[config.mk]
export PLATFORM = sky130hd
export DESIGN_NAME = ioc_top
export DESIGN_NICKNAME = d
export VERILOG_FILES = /design/src/common/ioc_pkg.sv /design/src/hw/ioc_pad_cell.sv /design/src/hw/ioc_top.sv
export VERILOG_INCLUDE_DIRS = /design/src /design/src/common
export SDC_FILE = /design/constraint.sdc
export NUM_CORES = 1
export LEC_CHECK = 0
export BUFFER_PORTS_ARGS = -buffer_cell sky130_fd_sc_hd__buf_2
export CAP_MARGIN = 40
export CORE_MARGIN = 10
export CORE_UTILIZATION = 45
export CTS_CLUSTER_SIZE = 20
export DETAILED_ROUTE_END_ITERATION = 8
export PLACE_DENSITY = 0.67
export SYNTH_ARGS = -nofsm -noshare
export SYNTH_HDL_FRONTEND = slang
export SYNTH_HIERARCHICAL = 1
export SYNTH_SLANG_ARGS = --single-unit
[constraint.sdc]
create_clock -name ref_clk -period 3.3 [get_ports ref_clk]
set_input_delay 0.165 -clock ref_clk [delete_from_list [all_inputs] [get_ports ref_clk]]
set_output_delay 0.165 -clock ref_clk [all_outputs]
set_load 0.02 [all_outputs]
[src/common/ioc_consts.svh]
/*
 * Offsets, field positions, reset values and fixed line numbers of the
 * pad control and routing block. Assumes nothing but a plain include.
 */
// What this block does
// - Each pad cell picks clock, clear, tick gate and drive from shared lines.
// - The shared control network carries at most twelve low-skew lines.
// - At most eight drive lines, six tick gates, two clocks, two clears.
// - Lines 0-5 are drives only; other six lines are shared in pairs.
// - Tick gate and drive may come from per-pad logic cells instead.
// - A pad register may also be clocked from either dedicated clock pin.
// - Each line is sourced from a dedicated pin or its row's first cell.
// - Each line has a fixed source row set by the device size.
// - Device-wide reset clears every pad register, overriding all controls.
// - Four shared lines can drive the four low-skew nets.
// - Device-wide drive pin low puts every pad in high impedance.
// - An input pad drives two row channels reachable by the whole row.
// - A row-side output pad takes data from a mux over its row channels.
// - A column-side output pad takes data from a mux over column channels.
// - A column-side input pad drives two channels; each pad sees its own set.
// - Each pad cell has a two-way buffer and one capture or output register.
`ifndef IOC_CONSTS_SVH
`define IOC_CONSTS_SVH

`define IOC_ADDR_CTRL 8'h00
`define IOC_ADDR_LINE_SRC 8'h04
`define IOC_ADDR_NET_SRC 8'h08
`define IOC_ADDR_LINES 8'h0C
`define IOC_ADDR_PAD_REG 8'h10
`define IOC_ADDR_PAD_CFG 8'h40

`define IOC_CTRL_LOCK 0
`define IOC_LINE_SRC_RST 12'h000
`define IOC_NET_SRC_RST 4'h0
`define IOC_PAD_CFG_RST 32'h0000_0000

`define IOC_NUM_LINES 12
`define IOC_NUM_NETS 4
`define IOC_NUM_DED_PINS 6
`define IOC_LINE_SHARED_CLOCK_LINE_0 6
`define IOC_LINE_SHARED_CLOCK_LINE_1 11
`define IOC_LINE_SHARED_CLEAR_LINE_0 8
`define IOC_LINE_SHARED_CLEAR_LINE_1 10
`define IOC_LINE_TICK0 6
`define IOC_LINE_DRV6 7
`define IOC_LINE_DRV7 9
`define IOC_NET_LINES 48'h00B_009_007_006

`define IOC_F_CLK_SEL 0
`define IOC_F_CLR_SEL 2
`define IOC_F_GATE_SEL 4
`define IOC_F_GATE_EN 7
`define IOC_F_GATE_CELL 8
`define IOC_F_DRV_SEL 9
`define IOC_F_DRV_CELL 12
`define IOC_F_DRV_EN 13
`define IOC_F_MODE 14
`define IOC_F_REG_USED 16
`define IOC_F_DATA_SEL 17
`define IOC_F_CHAN_EN 23

`define IOC_ROW_PER_PIN 18
`define IOC_ROW_CHANS 144
`define IOC_COL_PER_PIN 16
`define IOC_COL_CHANS 24
`define IOC_LINE_ROWS 48'h2211_0022_1100
`define IOC_COL_STEP 4

`endif

[src/common/ioc_pkg.sv]
/*
 * Types shared by the pad control block and its pad cells.
 * Assumes ioc_consts.svh for the numbers.
 */
package ioc_pkg;
    typedef enum logic [1:0] {
        IOC_MODE_IN = 2'h0,
        IOC_MODE_OUT = 2'h1,
        IOC_MODE_BIDIR = 2'h2,
        IOC_MODE_OFF = 2'h3
    } ioc_mode_e;
    typedef enum logic [1:0] {
        IOC_CLK_LINE0 = 2'h0,
        IOC_CLK_LINE1 = 2'h1,
        IOC_CLK_PIN0 = 2'h2,
        IOC_CLK_PIN1 = 2'h3
    } ioc_clk_sel_e;
    typedef enum logic [1:0] {
        IOC_CLR_NONE = 2'h0,
        IOC_CLR_LINE0 = 2'h1,
        IOC_CLR_LINE1 = 2'h2,
        IOC_CLR_BOTH = 2'h3
    } ioc_clr_sel_e;
    typedef logic [31:0] ioc_word_t;
endpackage : ioc_pkg

[src/hw/ioc_pad_cell.sv]
/*
 * One pad cell: the register and the two-way buffer controls.
 * Assumes every select is already resolved to a level on ref_clk.
 */
`timescale 1ns/10ps
`default_nettype none
module ioc_pad_cell
    import ioc_pkg::*;
(
    // Clock and reset
    input wire logic ref_clk,
    input wire logic rst_n,
    // Resolved controls
    input wire ioc_pkg::ioc_mode_e mode,
    input wire logic reg_used,
    input wire logic clk_level,
    input wire logic gate_ok,
    input wire logic clr,
    input wire logic chip_clr,
    input wire logic drive_ok,
    input wire logic all_drive_n,
    // Data
    input wire logic out_data,
    input wire logic pad_in,
    // Pad and channel side
    output logic pad_o,
    output logic pad_oe,
    output logic reg_val,
    output logic to_chan
);
    import ioc_pkg::*;

    logic clk_prev_q;
    logic reg_q;
    logic pad_o_q;
    logic pad_oe_q;
    logic to_chan_q;
    logic tick;
    logic is_in;

    assign is_in = (mode == IOC_MODE_IN) || (mode == IOC_MODE_BIDIR);
    // The selected clock is a level on ref_clk, so its rising edge is found
    // by comparing with last cycle's value.
    assign tick = clk_level && !clk_prev_q && gate_ok;

    always_ff @(posedge ref_clk or negedge rst_n) begin
        if (!rst_n) begin
            clk_prev_q <= 1'b0;
        end else begin
            clk_prev_q <= clk_level;
        end
    end

    // One register, either capturing the pad or feeding it.
    always_ff @(posedge ref_clk or negedge rst_n) begin
        if (!rst_n) begin
            reg_q <= 1'b0;
        end else if (chip_clr) begin
            reg_q <= 1'b0;
        end else if (clr) begin
            reg_q <= 1'b0;
        end else if (tick) begin
            reg_q <= (mode == IOC_MODE_IN) ? pad_in : out_data;
        end
    end

    always_ff @(posedge ref_clk or negedge rst_n) begin
        if (!rst_n) begin
            pad_o_q <= 1'b0;
            pad_oe_q <= 1'b0;
            to_chan_q <= 1'b0;
        end else begin
            pad_o_q <= reg_used ? reg_q : out_data;
            pad_oe_q <= all_drive_n && drive_ok &&
                ((mode == IOC_MODE_OUT) || (mode == IOC_MODE_BIDIR));
            to_chan_q <= is_in ? ((reg_used && mode == IOC_MODE_IN) ?
                reg_q : pad_in) : 1'b0;
        end
    end

    assign pad_o = pad_o_q;
    assign pad_oe = pad_oe_q;
    assign reg_val = reg_q;
    assign to_chan = to_chan_q;
endmodule : ioc_pad_cell
`default_nettype wire

[src/hw/ioc_top.sv]
/*
 * Pad control selection and routing: shared control lines, low-skew nets,
 * per-pad control selection and channel multiplexers, Wishbone registers.
 * Assumes a classic Wishbone master on ref_clk and pins from the board.
 */
`timescale 1ns/10ps
`default_nettype none
`include "ioc_consts.svh"
module ioc_top
    import ioc_pkg::*;
#(
    parameter int ROW_PADS = 8,
    parameter int COL_PADS = 2,
    parameter int ROWS = 3,
    parameter int ROW_CHANS = `IOC_ROW_CHANS,
    parameter int ROW_PER_PIN = `IOC_ROW_PER_PIN,
    parameter int COL_CHANS = `IOC_COL_CHANS,
    parameter int COL_PER_PIN = `IOC_COL_PER_PIN,
    parameter logic [47:0] LINE_ROWS = `IOC_LINE_ROWS,
    parameter int NP = ROW_PADS + COL_PADS
) (
    // Clock and reset
    input wire logic ref_clk,
    input wire logic rst_n,
    // Wishbone slave
    input wire logic wb_cyc_i,
    input wire logic wb_stb_i,
    input wire logic wb_we_i,
    input wire logic [7:0] wb_adr_i,
    input wire logic [3:0] wb_sel_i,
    input wire ioc_pkg::ioc_word_t wb_dat_i,
    output logic wb_ack_o,
    output ioc_pkg::ioc_word_t wb_dat_o,
    // Board pins
    input wire logic [5:0] ded_pin_i,
    input wire logic [1:0] clk_pin_i,
    input wire logic chip_rst_pin_n,
    input wire logic chip_drive_pin_n,
    // Pads
    input wire logic [NP-1:0] pad_i,
    output logic [NP-1:0] pad_o,
    output logic [NP-1:0] pad_oe,
    // Logic cell side
    input wire logic [ROWS-1:0] row_first_cell,
    input wire logic [NP-1:0] cell_gate,
    input wire logic [NP-1:0] cell_drive,
    input wire logic [ROW_CHANS-1:0] row_chan,
    input wire logic [COL_CHANS-1:0] col_chan,
    output logic [NP-1:0] pad_to_chan,
    output logic [2*NP-1:0] pad_chan_en,
    output logic [3:0] low_skew_net
);
    import ioc_pkg::*;

    ////////////////////////////////////////////////////////////////////////
    // Elaboration checks.

    if (ROW_PER_PIN > 64 || COL_PER_PIN > 64) begin : g_bad_mux
        $error("Channel mux select is six bits wide.");
    end
    if (ROW_PER_PIN > ROW_CHANS || COL_PER_PIN > COL_CHANS) begin : g_bad_set
        $error("Pad channel set larger than the channel bundle.");
    end
    if (ROWS < 1 || ROWS > 16 || NP > 16 || NP < 1) begin : g_bad_size
        $error("Row count or pad count out of range.");
    end
    if (ROW_PADS > 8 || COL_PADS > 2) begin : g_bad_side
        $error("Too many pads on one side of a channel bundle.");
    end

    ////////////////////////////////////////////////////////////////////////
    // Decode helpers.

    // Channel picked by a pad from its window of the bundle; row windows are disjoint, column windows overlap.
    function automatic int chan_pick(input int base, input int sel,
                                     input int per, input int n);
        int s;
        s = (sel < per) ? sel : 0;
        return (base + s) % n;
    endfunction : chan_pick

    // Line carrying pad drive k (0..7).
    function automatic int drive_line(input logic [2:0] k);
        int r;
        r = int'(k);
        if (k == 3'h6) begin
            r = `IOC_LINE_DRV6;
        end else if (k == 3'h7) begin
            r = `IOC_LINE_DRV7;
        end
        return r;
    endfunction : drive_line

    // Line carrying tick gate k (0..5); out-of-range codes fold to 0.
    function automatic int gate_line(input logic [2:0] k);
        int r;
        r = `IOC_LINE_TICK0;
        if (k < 3'h6) begin
            r = `IOC_LINE_TICK0 + int'(k);
        end
        return r;
    endfunction : gate_line

    ////////////////////////////////////////////////////////////////////////
    // Pin synchronisers.

    logic [5:0] ded_meta_q;
    logic [5:0] ded_s_q;
    logic [1:0] clkp_meta_q;
    logic [1:0] clkp_s_q;
    logic [1:0] ctl_meta_q;
    logic [1:0] ctl_s_q;
    logic [NP-1:0] pad_meta_q;
    logic [NP-1:0] pad_s_q;

    always_ff @(posedge ref_clk or negedge rst_n) begin
        if (!rst_n) begin
            ded_meta_q <= 6'h00;
            ded_s_q <= 6'h00;
            clkp_meta_q <= 2'h0;
            clkp_s_q <= 2'h0;
            ctl_meta_q <= 2'h3;
            ctl_s_q <= 2'h3;
            pad_meta_q <= '0;
            pad_s_q <= '0;
        end else begin
            ded_meta_q <= ded_pin_i;
            ded_s_q <= ded_meta_q;
            clkp_meta_q <= clk_pin_i;
            clkp_s_q <= clkp_meta_q;
            ctl_meta_q <= {chip_drive_pin_n, chip_rst_pin_n};
            ctl_s_q <= ctl_meta_q;
            pad_meta_q <= pad_i;
            pad_s_q <= pad_meta_q;
        end
    end

    // The board drives the reset pin low to clear the pad registers.
    logic chip_clr;
    assign chip_clr = !ctl_s_q[0];

    ////////////////////////////////////////////////////////////////////////
    // Configuration registers.

    logic lock_q;
    logic [`IOC_NUM_LINES-1:0] line_src_q;
    logic [`IOC_NUM_NETS-1:0] net_src_q;
    ioc_word_t pad_cfg_q [NP];
    logic ack_q;
    ioc_word_t rdat_q;
    logic wr_go;
    logic cfg_wr;

    // The write lands on the same edge at which the master samples ack.
    assign wr_go = wb_cyc_i && wb_stb_i && wb_we_i && ack_q;
    // Selections are frozen once software sets the lock.
    assign cfg_wr = wr_go && !lock_q;

    function automatic ioc_word_t merge(input ioc_word_t old,
                                        input ioc_word_t nw,
                                        input logic [3:0] sel);
        ioc_word_t r;
        r = old;
        for (int b = 0; b < 4; b++) begin
            if (sel[b]) begin
                r[8*b +: 8] = nw[8*b +: 8];
            end
        end
        return r;
    endfunction : merge

    always_ff @(posedge ref_clk or negedge rst_n) begin
        if (!rst_n) begin
            lock_q <= 1'b0;
        end else if (wr_go && wb_adr_i == `IOC_ADDR_CTRL && wb_sel_i[0] &&
                     wb_dat_i[`IOC_CTRL_LOCK]) begin
            lock_q <= 1'b1;
        end
    end

    always_ff @(posedge ref_clk or negedge rst_n) begin
        if (!rst_n) begin
            line_src_q <= `IOC_LINE_SRC_RST;
            net_src_q <= `IOC_NET_SRC_RST;
        end else if (cfg_wr) begin
            if (wb_adr_i == `IOC_ADDR_LINE_SRC) begin
                line_src_q <= 12'(merge(32'(line_src_q), wb_dat_i,
                                        wb_sel_i));
            end
            if (wb_adr_i == `IOC_ADDR_NET_SRC && wb_sel_i[0]) begin
                net_src_q <= wb_dat_i[3:0];
            end
        end
    end

    for (genvar p = 0; p < NP; p++) begin : g_cfg
        always_ff @(posedge ref_clk or negedge rst_n) begin
            if (!rst_n) begin
                pad_cfg_q[p] <= `IOC_PAD_CFG_RST;
            end else if (cfg_wr &&
                         wb_adr_i == 8'(`IOC_ADDR_PAD_CFG + 4 * p)) begin
                pad_cfg_q[p] <= merge(pad_cfg_q[p], wb_dat_i, wb_sel_i);
            end
        end
    end

    ////////////////////////////////////////////////////////////////////////
    // Shared control lines and low-skew nets.

    // Twelve lines only; each is fed from a dedicated pin or from the first
    // cell of its fixed row. A cell in another row is routed onto that row
    // before it arrives here.
    logic [`IOC_NUM_LINES-1:0] lines;
    logic [3:0] net_d;

    for (genvar l = 0; l < `IOC_NUM_LINES; l++) begin : g_line
        localparam int ROW = int'(LINE_ROWS[4*l +: 4]);
        if (ROW >= ROWS) begin : g_bad_row
            $error("Line source row beyond the row count.");
        end
        assign lines[l] = line_src_q[l] ? row_first_cell[ROW]
                                        : ded_s_q[l % `IOC_NUM_DED_PINS];
    end

    // A net taken over by a line ignores its dedicated pin, which the board
    // ties off.
    for (genvar g = 0; g < `IOC_NUM_NETS; g++) begin : g_net
        localparam logic [47:0] NL = `IOC_NET_LINES;
        localparam int LN = int'(NL[12*g +: 12]);
        assign net_d[g] = net_src_q[g] ? lines[LN]
                                       : ded_s_q[g];
    end

    logic [3:0] net_q;
    always_ff @(posedge ref_clk or negedge rst_n) begin
        if (!rst_n) begin
            net_q <= 4'h0;
        end else begin
            net_q <= net_d;
        end
    end
    assign low_skew_net = net_q;

    ////////////////////////////////////////////////////////////////////////
    // Pad cells with their control and data selection.

    logic [NP-1:0] reg_vals;
    logic [2*NP-1:0] chan_en_q;

    for (genvar p = 0; p < NP; p++) begin : g_pad
        ioc_word_t c;
        ioc_mode_e mode;
        ioc_clk_sel_e csel;
        ioc_clr_sel_e rsel;
        logic clk_level;
        logic gate_ok;
        logic clr;
        logic drive_ok;
        logic out_data;
        int dsel;

        assign c = pad_cfg_q[p];
        assign mode = ioc_mode_e'(c[`IOC_F_MODE +: 2]);
        assign csel = ioc_clk_sel_e'(c[`IOC_F_CLK_SEL +: 2]);
        assign rsel = ioc_clr_sel_e'(c[`IOC_F_CLR_SEL +: 2]);
        assign dsel = int'(c[`IOC_F_DATA_SEL +: 6]);

        // Two shared clocks or two dedicated clock pins.
        always_comb begin
            case (csel)
                IOC_CLK_LINE0: clk_level = lines[`IOC_LINE_SHARED_CLOCK_LINE_0];
                IOC_CLK_LINE1: clk_level = lines[`IOC_LINE_SHARED_CLOCK_LINE_1];
                IOC_CLK_PIN0: clk_level = clkp_s_q[0];
                IOC_CLK_PIN1: clk_level = clkp_s_q[1];
                default: clk_level = 1'b0;
            endcase
        end

        always_comb begin
            case (rsel)
                IOC_CLR_NONE: clr = 1'b0;
                IOC_CLR_LINE0: clr = lines[`IOC_LINE_SHARED_CLEAR_LINE_0];
                IOC_CLR_LINE1: clr = lines[`IOC_LINE_SHARED_CLEAR_LINE_1];
                IOC_CLR_BOTH: clr = lines[`IOC_LINE_SHARED_CLEAR_LINE_0] ||
                                    lines[`IOC_LINE_SHARED_CLEAR_LINE_1];
                default: clr = 1'b0;
            endcase
        end

        // Tick gate and drive: a shared line, or a pad's own logic cell.
        always_comb begin
            if (!c[`IOC_F_GATE_EN]) begin
                gate_ok = 1'b1;
            end else if (c[`IOC_F_GATE_CELL]) begin
                gate_ok = cell_gate[p];
            end else begin
                gate_ok = lines[gate_line(c[`IOC_F_GATE_SEL +: 3])];
            end
        end

        always_comb begin
            if (!c[`IOC_F_DRV_EN]) begin
                drive_ok = 1'b1;
            end else if (c[`IOC_F_DRV_CELL]) begin
                drive_ok = cell_drive[p];
            end else begin
                drive_ok = lines[drive_line(c[`IOC_F_DRV_SEL +: 3])];
            end
        end

        // Output data from this pad's own window of channels.
        if (p < ROW_PADS) begin : g_row
            assign out_data = row_chan[chan_pick(p * ROW_PER_PIN, dsel,
                ROW_PER_PIN, ROW_CHANS)];
        end else begin : g_col
            assign out_data = col_chan[chan_pick((p - ROW_PADS) *
                `IOC_COL_STEP, dsel, COL_PER_PIN, COL_CHANS)];
        end

        ioc_pad_cell u_cell (
            .ref_clk(ref_clk),
            .rst_n(rst_n),
            .mode(mode),
            .reg_used(c[`IOC_F_REG_USED]),
            .clk_level(clk_level),
            .gate_ok(gate_ok),
            .clr(clr),
            .chip_clr(chip_clr),
            .drive_ok(drive_ok),
            .all_drive_n(ctl_s_q[1]),
            .out_data(out_data),
            .pad_in(pad_s_q[p]),
            .pad_o(pad_o[p]),
            .pad_oe(pad_oe[p]),
            .reg_val(reg_vals[p]),
            .to_chan(pad_to_chan[p])
        );

        // An input pad offers its value on two channels of its row or
        // column; each enable is a separate configuration bit.
        always_ff @(posedge ref_clk or negedge rst_n) begin
            if (!rst_n) begin
                chan_en_q[2*p +: 2] <= 2'h0;
            end else if (mode == IOC_MODE_IN || mode == IOC_MODE_BIDIR) begin
                chan_en_q[2*p +: 2] <= c[`IOC_F_CHAN_EN +: 2];
            end else begin
                chan_en_q[2*p +: 2] <= 2'h0;
            end
        end
    end

    assign pad_chan_en = chan_en_q;

    ////////////////////////////////////////////////////////////////////////
    // Wishbone answer: ack one cycle after the request, then dropped.

    function automatic ioc_word_t read_mux(input logic [7:0] a);
        ioc_word_t r;
        r = 32'h0000_0000;
        case (a)
            `IOC_ADDR_CTRL: r[`IOC_CTRL_LOCK] = lock_q;
            `IOC_ADDR_LINE_SRC: r[11:0] = line_src_q;
            `IOC_ADDR_NET_SRC: r[3:0] = net_src_q;
            `IOC_ADDR_LINES: r = {net_q, 16'h0000, lines};
            `IOC_ADDR_PAD_REG: r[NP-1:0] = reg_vals;
            default: begin
                for (int p = 0; p < NP; p++) begin
                    if (a == 8'(`IOC_ADDR_PAD_CFG + 4 * p)) begin
                        r = pad_cfg_q[p];
                    end
                end
            end
        endcase
        return r;
    endfunction : read_mux

    always_ff @(posedge ref_clk or negedge rst_n) begin
        if (!rst_n) begin
            ack_q <= 1'b0;
        end else begin
            ack_q <= wb_cyc_i && wb_stb_i && !ack_q;
        end
    end

    always_ff @(posedge ref_clk or negedge rst_n) begin
        if (!rst_n) begin
            rdat_q <= 32'h0000_0000;
        end else if (wb_cyc_i && wb_stb_i && !ack_q && !wb_we_i) begin
            rdat_q <= read_mux(wb_adr_i);
        end
    end

    assign wb_ack_o = ack_q;
    assign wb_dat_o = rdat_q;
endmodule : ioc_top
`default_nettype wire

==> summary.md, run 1 <==
| Metric | Value |
|---|---|
| Core footprint | 61600 µm² |
| Final-report max-slew violation count | 0 |
| Complex-gate fraction of the synthesized area | 13.8% |
| Peak fanout along the critical path | 18 |
| Maximum frequency from static timing analysis | around 0.32 GHz |
| Setup violations, final | 0 |
| Req. time, crit path | 3.82 ns |
| Min-Delay Endpoint | g_pad[5].c[16] |
| GRT Residual Overflow | 0 |
| Hold Path Stages | 2 |
| CP Capture Type | register |
| CP cell instances | nor2_1 > nand2_1 > ha_1 > buf_4 > nand2_1 > o311ai_0 > o211ai_1 > o211ai_1 > o211ai_1 > o21ai_1 > mux2i_1 > a2111oi_2 |
| Chip height | between 200 and 300 µm |
| Fraction of layout instances using a drive strength above 1 | a little under two fifths |
| Layout net count | between 3000 and 4000 |
| Leading cell type in the layout, fill and taps excluded | sky130_fd_sc_hd__dfrtp_1 |
| GRT Util Overall | 29.0% |
| Global-route wire length before repair | between 150 and 200 mm |
| Period utilisation layout | about 94% |
| Area added between synthesis and finish | 19.7% |
| Via-per-instance ratio | approximately 6.3 |
| Depth of the CTS H-tree | 2 |
| Slew Limit Headroom | 45.9% |
| Synth Area per Inst | roughly 11 µm² |
| Proportion of total power due to net switching | 25.6% |
| Maximum number of pins on one net before global-route repair | about 110 |
| Number of buffers inserted during clock tree synthesis | slightly above 50 |
| Placed instance count | about 3600 |
| Crit Reg-Reg Endpoint | g_pad[7].u_cell/reg_val |
| Switching power total | 3.43 mW |
| Drt first pass iters | 9 |
| Wire length per cell after detailed routing | between 20 and 30 µm |
| Routed via count | ~24000 |
| Synth warn | 6 |
| WS Path Type | reg -> reg |
| Post-DRT Antenna Nets | 0 |
| Initial antenna violation count | 7 |
| Share of cell area taken by muxes after synthesis | ~28% |
| Bufs on Longest Clock Path | 3 |
| Sequential share of the synthesized area | a little over two fifths |
| Standard-cell row count | 91 |
| Clock slew seen by the registers of the worst setup and hold paths | around 0.06 ns |
| Fill cell total of the finished layout | between 5000 and 6000 |
| Count of unique library cells instantiated by Yosys | between 70 and 80 |
| Cell type of the slowest stage on the worst timing path | sky130_fd_sc_hd__ha_1 |
| Share of total power in the clock network | between 40 and 50% |
| Min-Delay Startpoint | wb_dat_i[16] |
| Seq pwr share | ~46% |
| Hold/Removal Path Class | in -> reg |
| WP data arrival | 3.62 ns |
| Drt drc | 0 |
| Number of maximum-capacitance constraint violations | 0 |
| Worst slew pin tran | a little over 0.8 ns |
| Critical path's most frequent cell | sky130_fd_sc_hd__o211ai_1 |
| Count of flip-flops with a built-in enable after synthesis | 0 |
| Power density relative to cell area | between 400 and 500 nW/µm² |
| Peak ir drop on the vdd network | 384 µV |
| I/O Buffers | around 350 |
| Combinational family with the most area after synthesis | multiplexers |
| Final Wtd Congestion | 1.03 |
| Via count of the first global-routing pass | roughly 24000 |
| Status | complete, no violations |
| Critical path startpoint category | register |
| Cell count after synthesis | approximately 2500 |
| Launching point of the worst reg2reg path | g_pad[7].c[22] |
| Internal power contribution | between 9 and 10 mW |
| Horiz. Die Dim | 269 µm |
| Top-level I/O count | between 300 and 400 |
| Source-to-sink clock delay at the later pin of the worst-skew pair | about 0.63 ns |
| Commonest cells after routing, fill and taps aside | sky130_fd_sc_hd__dfrtp_1 (479), sky130_fd_sc_hd__mux2_2 (388), sky130_fd_sc_hd__buf_2 (345) |
| Root Buffer | sky130_fd_sc_hd__clkbuf_16 |
| Synthesized-area fraction occupied by and/or/nand/nor cells | under 10% |
| Worst-case register-to-register setup slack | 0.20 ns |
| Synth Net Count | 2789 |
| Top flip-flop cell by instance count after synthesis | sky130_fd_sc_hd__dfrtp_1 |
| Largest stage delay, worst path | ~0.48 ns |
| Post-synthesis async set-or-reset flop share | 100% |
| Post-Layout Inst Area | approximately 33000 µm² |
| Clock net sink count | 484 |
| Static power due to leakage | 15.5 nW |
| Post-Route Skew | ~0.043 ns |
| Post-layout min period | 3.10 ns |
| Sum of routed wire length over all layers | 109 mm |
| Overall die area | 72500 µm² |
| Unrepaired setup endpoints after global routing | false |
| Hold Fails Final Rpt | 0 |
| Smallest hold slack | 0.0119 ns |
| Synth Area in XOR/XNOR | less than 1% |
| Total half-perimeter wirelength after legalization and detailed placement | 83.2 mm |
| Post-route insts no fill | 3773 |
| Worst r2r path cells | 12 |
| Share of the core filled with cells | a little over half |
| Clock tree from TritonCTS | yes |
| Adder-cell area share of the yosys netlist | 2.46% |
| Synthesized cell area | around 28000 µm² |
| Combinational fraction of design power | 9.4% |
| Number of DRC markers after the initial detailed-route iteration | 2646 |
| Effective utilization at floorplan | 45.4% |
| Register bit count reported by yosys | around 480 |
| Placed Instance Area | roughly 31000 µm² |
## what timing repair did
action,in CTS,in global routing
setup buffers,0,4
endpoints found under the setup margin,2,4
hold buffers,42,0
hold endpoints to repair,234,0
resized for setup,1,10
## Yosys cell counts, types with 42 or more instances
cell / number / share of area, %
sky130_fd_sc_hd__dfrtp_1: 480 / 43
sky130_fd_sc_hd__mux2_2: 388 / 16
sky130_fd_sc_hd__nand2_1: 224 / 3.0
sky130_fd_sc_hd__mux2i_1: 133 / 4.8
sky130_fd_sc_hd__nor2_1: 126 / 1.7
sky130_fd_sc_hd__clkbuf_1: 109 / 1.5
sky130_fd_sc_hd__o21ai_0: 107 / 1.9
sky130_fd_sc_hd__a21oi_1: 101 / 1.8
sky130_fd_sc_hd__mux4_2: 86 / 6.9
sky130_fd_sc_hd__ha_1: 55 / 2.5
sky130_fd_sc_hd__inv_1: 53 / 0.71
sky130_fd_sc_hd__nor2b_1: 50 / 1.1
sky130_fd_sc_hd__a22oi_1: 48 / 1.3
sky130_fd_sc_hd__a221oi_1: 42 / 1.3
## power groups by stage
stage	clock network, mW	logic [mW]	registers (mW)
2_1_floorplan	0	0.446	6.27
4_1_cts	6.07	1.25	6.14
3_3_place_gp	0	1.19	6.25
3_5_place_dp	0	1.21	6.25
5_1_grt	6.32	1.34	6.15
6_report	6.01	1.27	6.15
## flip-flops by register name (all words and copies together) (netlist names), 2 cells and up
signal,flops
g_pad.c,320
ded_meta_q,6
low_skew_net,4
g_pad.u_cell/pad_o,10
ctl_s_q,2
g_pad.u_cell/reg_val,10
pad_s_q,10
clkp_meta_q,2
pad_chan_en,20
g_pad.u_cell/clk_prev_q,10
ded_s_q,6
wb_dat_o,32
line_src_q,12
g_pad.u_cell/pad_oe,10
pad_meta_q,10
g_pad.u_cell/to_chan,10
ctl_meta_q,2
clkp_s_q,2
net_src_q,4
## critical path: cells and delay by family (launching register included)
kind	cells	cell delay [ns]
compound gates	6	1.31
mux	1	0.17
flops	1	0.37
fa+ha+maj	1	0.48
buf+inv	1	0.29
simple gates	3	0.35
## cells by family after synthesis
group,after synthesis
AO/OA/AOI/OAI,545
XOR/XNOR,5
adder cells (fa/ha/maj),55
buffers and inverters,222
flip-flops,484
multiplexers,609
other,1
AND/OR/NAND/NOR,553
## area by class of cell
| cell class | count | area [µm²] | share of cell area [%] |
|---|---|---|---|
| multi-input cells | 1768 | 15000 | 44.8 |
| clock buffers | 74 | 1450 | 4.34 |
| repair buffers | 529 | 3330 | 9.96 |
| diodes | 4 | 10.0 | 0.0299 |
| inverters | 56 | 214 | 0.639 |
| well taps | 837 | 1050 | 3.13 |
| flip-flops and latches | 484 | 12100 | 36.2 |
| clock inverters | 21 | 304 | 0.908 |
## metal layers
layer | GRT usage, % | wire length, µm | vias up
met2 | 47.2 | 51300 | 1279
met4 | 10.7 | 4370 | 8
li1 | - | - | 10200
met5 | 0 | 44 | -
met1 | 38.0 | 43800 | 12100
met3 | 5.26 | 9170 | 244
## stage by stage
stage	TNS [ns]	power [mW]	setup slack [ns]
5_1_grt	0	13.8	0.00498
2_1_floorplan	0	6.72	0.0398
6_report	0	13.4	0.199
3_5_place_dp	-0.0197	7.46	-0.0197
4_1_cts	0	13.5	0.0781
3_3_place_gp	0	7.45	0.0373
## how the worst max path moves through the flow
| stage | start | to | slack, ns |
|---|---|---|---|
| after CTS | g_pad[3].c[19] | g_pad[3].u_cell/reg_val | 0.08 |
| after global placement | g_pad[5].c[22] | g_pad[5].u_cell/reg_val | 0.04 |
| after floorplan | g_pad[5].c[22] | g_pad[5].u_cell/pad_o | 0.04 |
| final | g_pad[7].c[22] | g_pad[7].u_cell/reg_val | 0.20 |
| after detailed placement | g_pad[5].c[22] | g_pad[5].u_cell/reg_val | -0.02 |
| after global routing | g_pad[3].c[21] | g_pad[3].u_cell/reg_val | 0.005 |
Note: power is estimated with default switching activity, not from simulation.
==> run 2, diff against run 1 <==
--- a/config.mk
+++ b/config.mk
@@ -6,13 +6,14 @@
 export SDC_FILE = /design/constraint.sdc
 export NUM_CORES = 1
 export LEC_CHECK = 0
+export ABC_AREA = 1
 export BUFFER_PORTS_ARGS = -buffer_cell sky130_fd_sc_hd__buf_2
 export CAP_MARGIN = 40
 export CORE_MARGIN = 10
 export CORE_UTILIZATION = 45
 export CTS_CLUSTER_SIZE = 20
 export DETAILED_ROUTE_END_ITERATION = 8
-export PLACE_DENSITY = 0.67
+export PLACE_DENSITY = 0.75
 export SYNTH_ARGS = -nofsm -noshare
 export SYNTH_HDL_FRONTEND = slang
 export SYNTH_HIERARCHICAL = 1
==> run 2 against run 1 <==
Clock skew is 0.0022 ns higher. Area after synthesis is 5.1% higher. Global-route usage is 0.48 points higher. Total power is 2.6% higher. Via count is 30% higher. Highest routed layer unchanged. First-iteration DRC count is 48% higher. Hold slack better by 0.0014 ns. Register-to-register slack better by 0.31 ns. Critical path depth is 2 higher. Clock power is 7.0% higher.
==> summary.md, run 2 <==
| Metric | Value |
|---|---|
| Commonest cells after routing, fill and taps aside | sky130_fd_sc_hd__nand2_1 (1056), sky130_fd_sc_hd__o21ai_0 (537), sky130_fd_sc_hd__dfrtp_1 (480) |
| Layout net count | about 4800 |
| Yosys top cell area share | between 40% and 50% |
| Critical path startpoint category | register |
| Layer carrying the most global-route usage | met2 |
| Synth area leader | sky130_fd_sc_hd__dfrtp_1 |
| Drt first pass iters | 6 |
| Synth Net Count | roughly 4400 |
| Status | complete, no violations |
| Count of unique library cells instantiated by Yosys | 53 |
| Met2 Usage GRT | 47.7% |
| Number of buffers inserted during clock tree synthesis | 50 |
| Largest stage delay, worst path | between 0.5 and 0.6 ns |
| Hold Fails Final Rpt | 0 |
| Post-synthesis async set-or-reset flop share | 100% |
| Horiz. Die Dim | ~280 µm |
| Req. time, crit path | approximately 3.8 ns |
| Via-per-instance ratio | roughly 5.8 |
| Synth warn | 6 |
| Depth of the CTS H-tree | 2 |
| Sequential share of the synthesized area | 41.2% |
| Share of total power in the clock network | 46.7% |
| Chip height | 276 µm |
| Post-Layout Inst Area | 34300 µm² |
| Met3 track utilization from global routing | under 10% |
| Routed via count | around 31000 |
| Standard-cell row count | 93 |
| Clock tree from TritonCTS | yes |
| Total power after layout | about 14 mW |
| Final Wtd Congestion | 0.984 |
| I/O Buffers | 346 |
| Maximum number of pins on one net before global-route repair | 93 |
| Hold bufs inserted after CTS | 34 |
| Slew Limit Headroom | slightly above 40% |
| Worst slew pin tran | 0.881 ns |
| Source-to-sink clock delay at the later pin of the worst-skew pair | 0.62 ns |
| Drt drc | 0 |
| Leading cell type in the layout, fill and taps excluded | sky130_fd_sc_hd__nand2_1 |
| Unrepaired setup endpoints after global routing | false |
| Hold/Removal Path Class | in -> reg |
| Peak fanout along the critical path | 42 |
| Register bit count reported by yosys | slightly below 500 |
| CP cell instances | inv_1 > nand2_1 > o21ai_4 > nand3_2 > o21ai_0 > o211ai_1 > nand3b_1 > nand2_1 > nand2_1 > nand2_1 > nand2_1 > nand2_1 > nand3_1 > nand2_1 |
| Placed Instance Area | roughly 32000 µm² |
| Combinational fraction of design power | ~9% |
| Switching power total | approximately 3.5 mW |
| GRT Util Overall | between 20% and 30% |
| Internal power contribution | 10.3 mW |
| Most frequent cell after synthesis | sky130_fd_sc_hd__nand2_1 |
| Clock slew seen by the registers of the worst setup and hold paths | roughly 0.070 ns |
| Number of maximum-capacitance constraint violations | 0 |
| WS Path Type | reg -> reg |
| Period utilisation layout | around 85% |
| WP data arrival | 3.28 ns |
| GRT Residual Overflow | 0 |
| Post-DRT Antenna Nets | 0 |
| Total half-perimeter wirelength after legalization and detailed placement | a little under 90 mm |
| Synth Area per Inst | just over 7 µm² |
| Global-route wire length before repair | roughly 170 mm |
| Effective utilization at floorplan | between 40% and 50% |
| Number of DRC markers after the initial detailed-route iteration | just under 4000 |
| Peak ir drop on the vdd network | ~460 µV |
| CP Capture Type | register |
| Setup Total Neg Slack | 0 ns |
| Top flip-flop cell by instance count after synthesis | sky130_fd_sc_hd__dfrtp_1 |
| Bufs on Longest Clock Path | 3 |
| Post-layout min period | ~2.8 ns |
| Maximum frequency from static timing analysis | around 0.36 GHz |
| Power density relative to cell area | ~400 nW/µm² |
| Post-synth top cells | sky130_fd_sc_hd__nand2_1 (1056), sky130_fd_sc_hd__o21ai_0 (539), sky130_fd_sc_hd__dfrtp_1 (480), sky130_fd_sc_hd__inv_1 (478), sky130_fd_sc_hd__nand3_1 (381) |
| Area added between synthesis and finish | 16.8% |
| Proportion of total power due to net switching | between 20% and 30% |
| Via count of the first global-routing pass | between 20000 and 30000 |
| Initial antenna violation count | 6 |
| Count of flip-flops with a built-in enable after synthesis | 0 |
| Cell count after synthesis | between 4000 and 5000 |
| Synthesized cell area | slightly below 30000 µm² |
| Clock net sink count | about 480 |
| Post-cts sizing count | 0 |
| Root Buffer | sky130_fd_sc_hd__clkbuf_16 |
| Cell types occupying the most area after synthesis | sky130_fd_sc_hd__dfrtp_1 (41%), sky130_fd_sc_hd__nand2_1 (13%), sky130_fd_sc_hd__o21ai_0 (9.2%) |
| Top-level I/O count | between 300 and 400 |
| Static power due to leakage | ~17 nW |
| Number of flip-flops in the largest register | 320 |
| Post-Route Skew | ~0.045 ns |
| Overall die area | ~76000 µm² |
| Seq pwr share | 44.3% |
| Cell type of the slowest stage on the worst timing path | sky130_fd_sc_hd__nand3_2 |
| Core footprint | around 65000 µm² |
| Fill cell total of the finished layout | roughly 6300 |
| Final-report max-slew violation count | 0 |
| Critical path's most frequent cell | sky130_fd_sc_hd__nand2_1 |
| GR Layer Usage met1 | a little over a third |
| Setup violations, final | 0 |
| Fraction of layout instances using a drive strength above 1 | 13.0% |
| Buffers inserted during post-CTS setup optimization | 0 |
| Wire length per cell after detailed routing | 21.6 µm |
| Sum of routed wire length over all layers | 116 mm |
## run 2: cell count changes after synthesis, sizes merged, moves of 128 or more
cell and change:
a21oi +128, mux2i -132, nand2 +837, inv +441
mux2 -378, o21ai +465, nand3 +362
## run 2: path summary, 6_finish.rpt
| path | startpoint | cells past startpoint | end | slack, ns |
|---|---|---|---|---|
| worst min-delay path | wb_dat_i[31] | 3 | g_pad[7].c[31] | 0.01 |
| worst max register to register | g_pad[3].c[18] | 14 | g_pad[3].u_cell/reg_val | 0.51 |
| min in group asynchronous | rst_n | 2 | ded_s_q[2] | 0.15 |
| worst max-delay path | g_pad[3].c[18] | 14 | g_pad[3].u_cell/reg_val | 0.51 |
| max in group asynchronous | rst_n | 3 | g_pad[0].c[29] | 2.15 |
| worst min register to register | pad_meta_q[2] | 0 | pad_s_q[2] | 0.34 |
## run 2: cell families (layout without fill, tap and decap cells)
logic type	count (synthesis)	after routing	share of synthesized area, %
buffers and inverters	691	1057	9.22
muxes	11	11	0.545
and+or+nand+nor	1857	1857	27.0
AOI/OAI and AO/OA	1025	1025	19.5
adders and majority gates	55	55	2.34
xor gates and xnor gates	4	4	0.119
DFF	484	484	41.2
other	1	4	0.0128
## run 2: area by class of cell
cell class                      count  area (µm²)  area share [%]
Multi-Input combinational cell   2953       14600            42.4
Sequential cell                   484       12100            35.3
Timing Repair Buffer              466        2820            8.20
Inverter                          498        1870            5.45
Clock buffer                       67        1420            4.13
Tap cell                          855        1070            3.12
Clock inverter                     26         452            1.32
Antenna cell                        3        7.51          0.0219
## run 2: metrics by stage
step	hold slack, ns	setup WS [ns]	utilization (%)	instances
after CTS	0.00197	0.540	53.1	5349
after global placement	0.231	0.615	49.7	5222
after global routing	0.0163	0.209	53.1	5352
after detailed placement	0.234	0.556	49.7	5222
after floorplan	-0.131	0.503	-	4128
final	0.0132	0.509	53.1	5352
## run 2: critical path, delay by kind of cell (launching register included)
family                 cells  cell delay (ns)
AOI/OAI and AO/OA          3             0.87
DFF                        1             0.38
buffers and inverters      1             0.10
and+or+nand+nor           10             1.33
## run 2: layer usage
metal  wire, µm  share of wire (%)
met2      53400                 46
met3      11700                 10
met4       7330                6.3
met5         13              0.011
met1      43300                 37
## run 2: power by group through the flow
stage | Sequential, mW | Clock, mW | Combinational, mW
6_report | 6.10 | 6.43 | 1.24
4_1_cts | 6.09 | 6.49 | 1.22
2_1_floorplan | 6.24 | 0 | 0.424
3_5_place_dp | 6.20 | 0 | 1.19
5_1_grt | 6.10 | 6.76 | 1.33
3_3_place_gp | 6.20 | 0 | 1.18
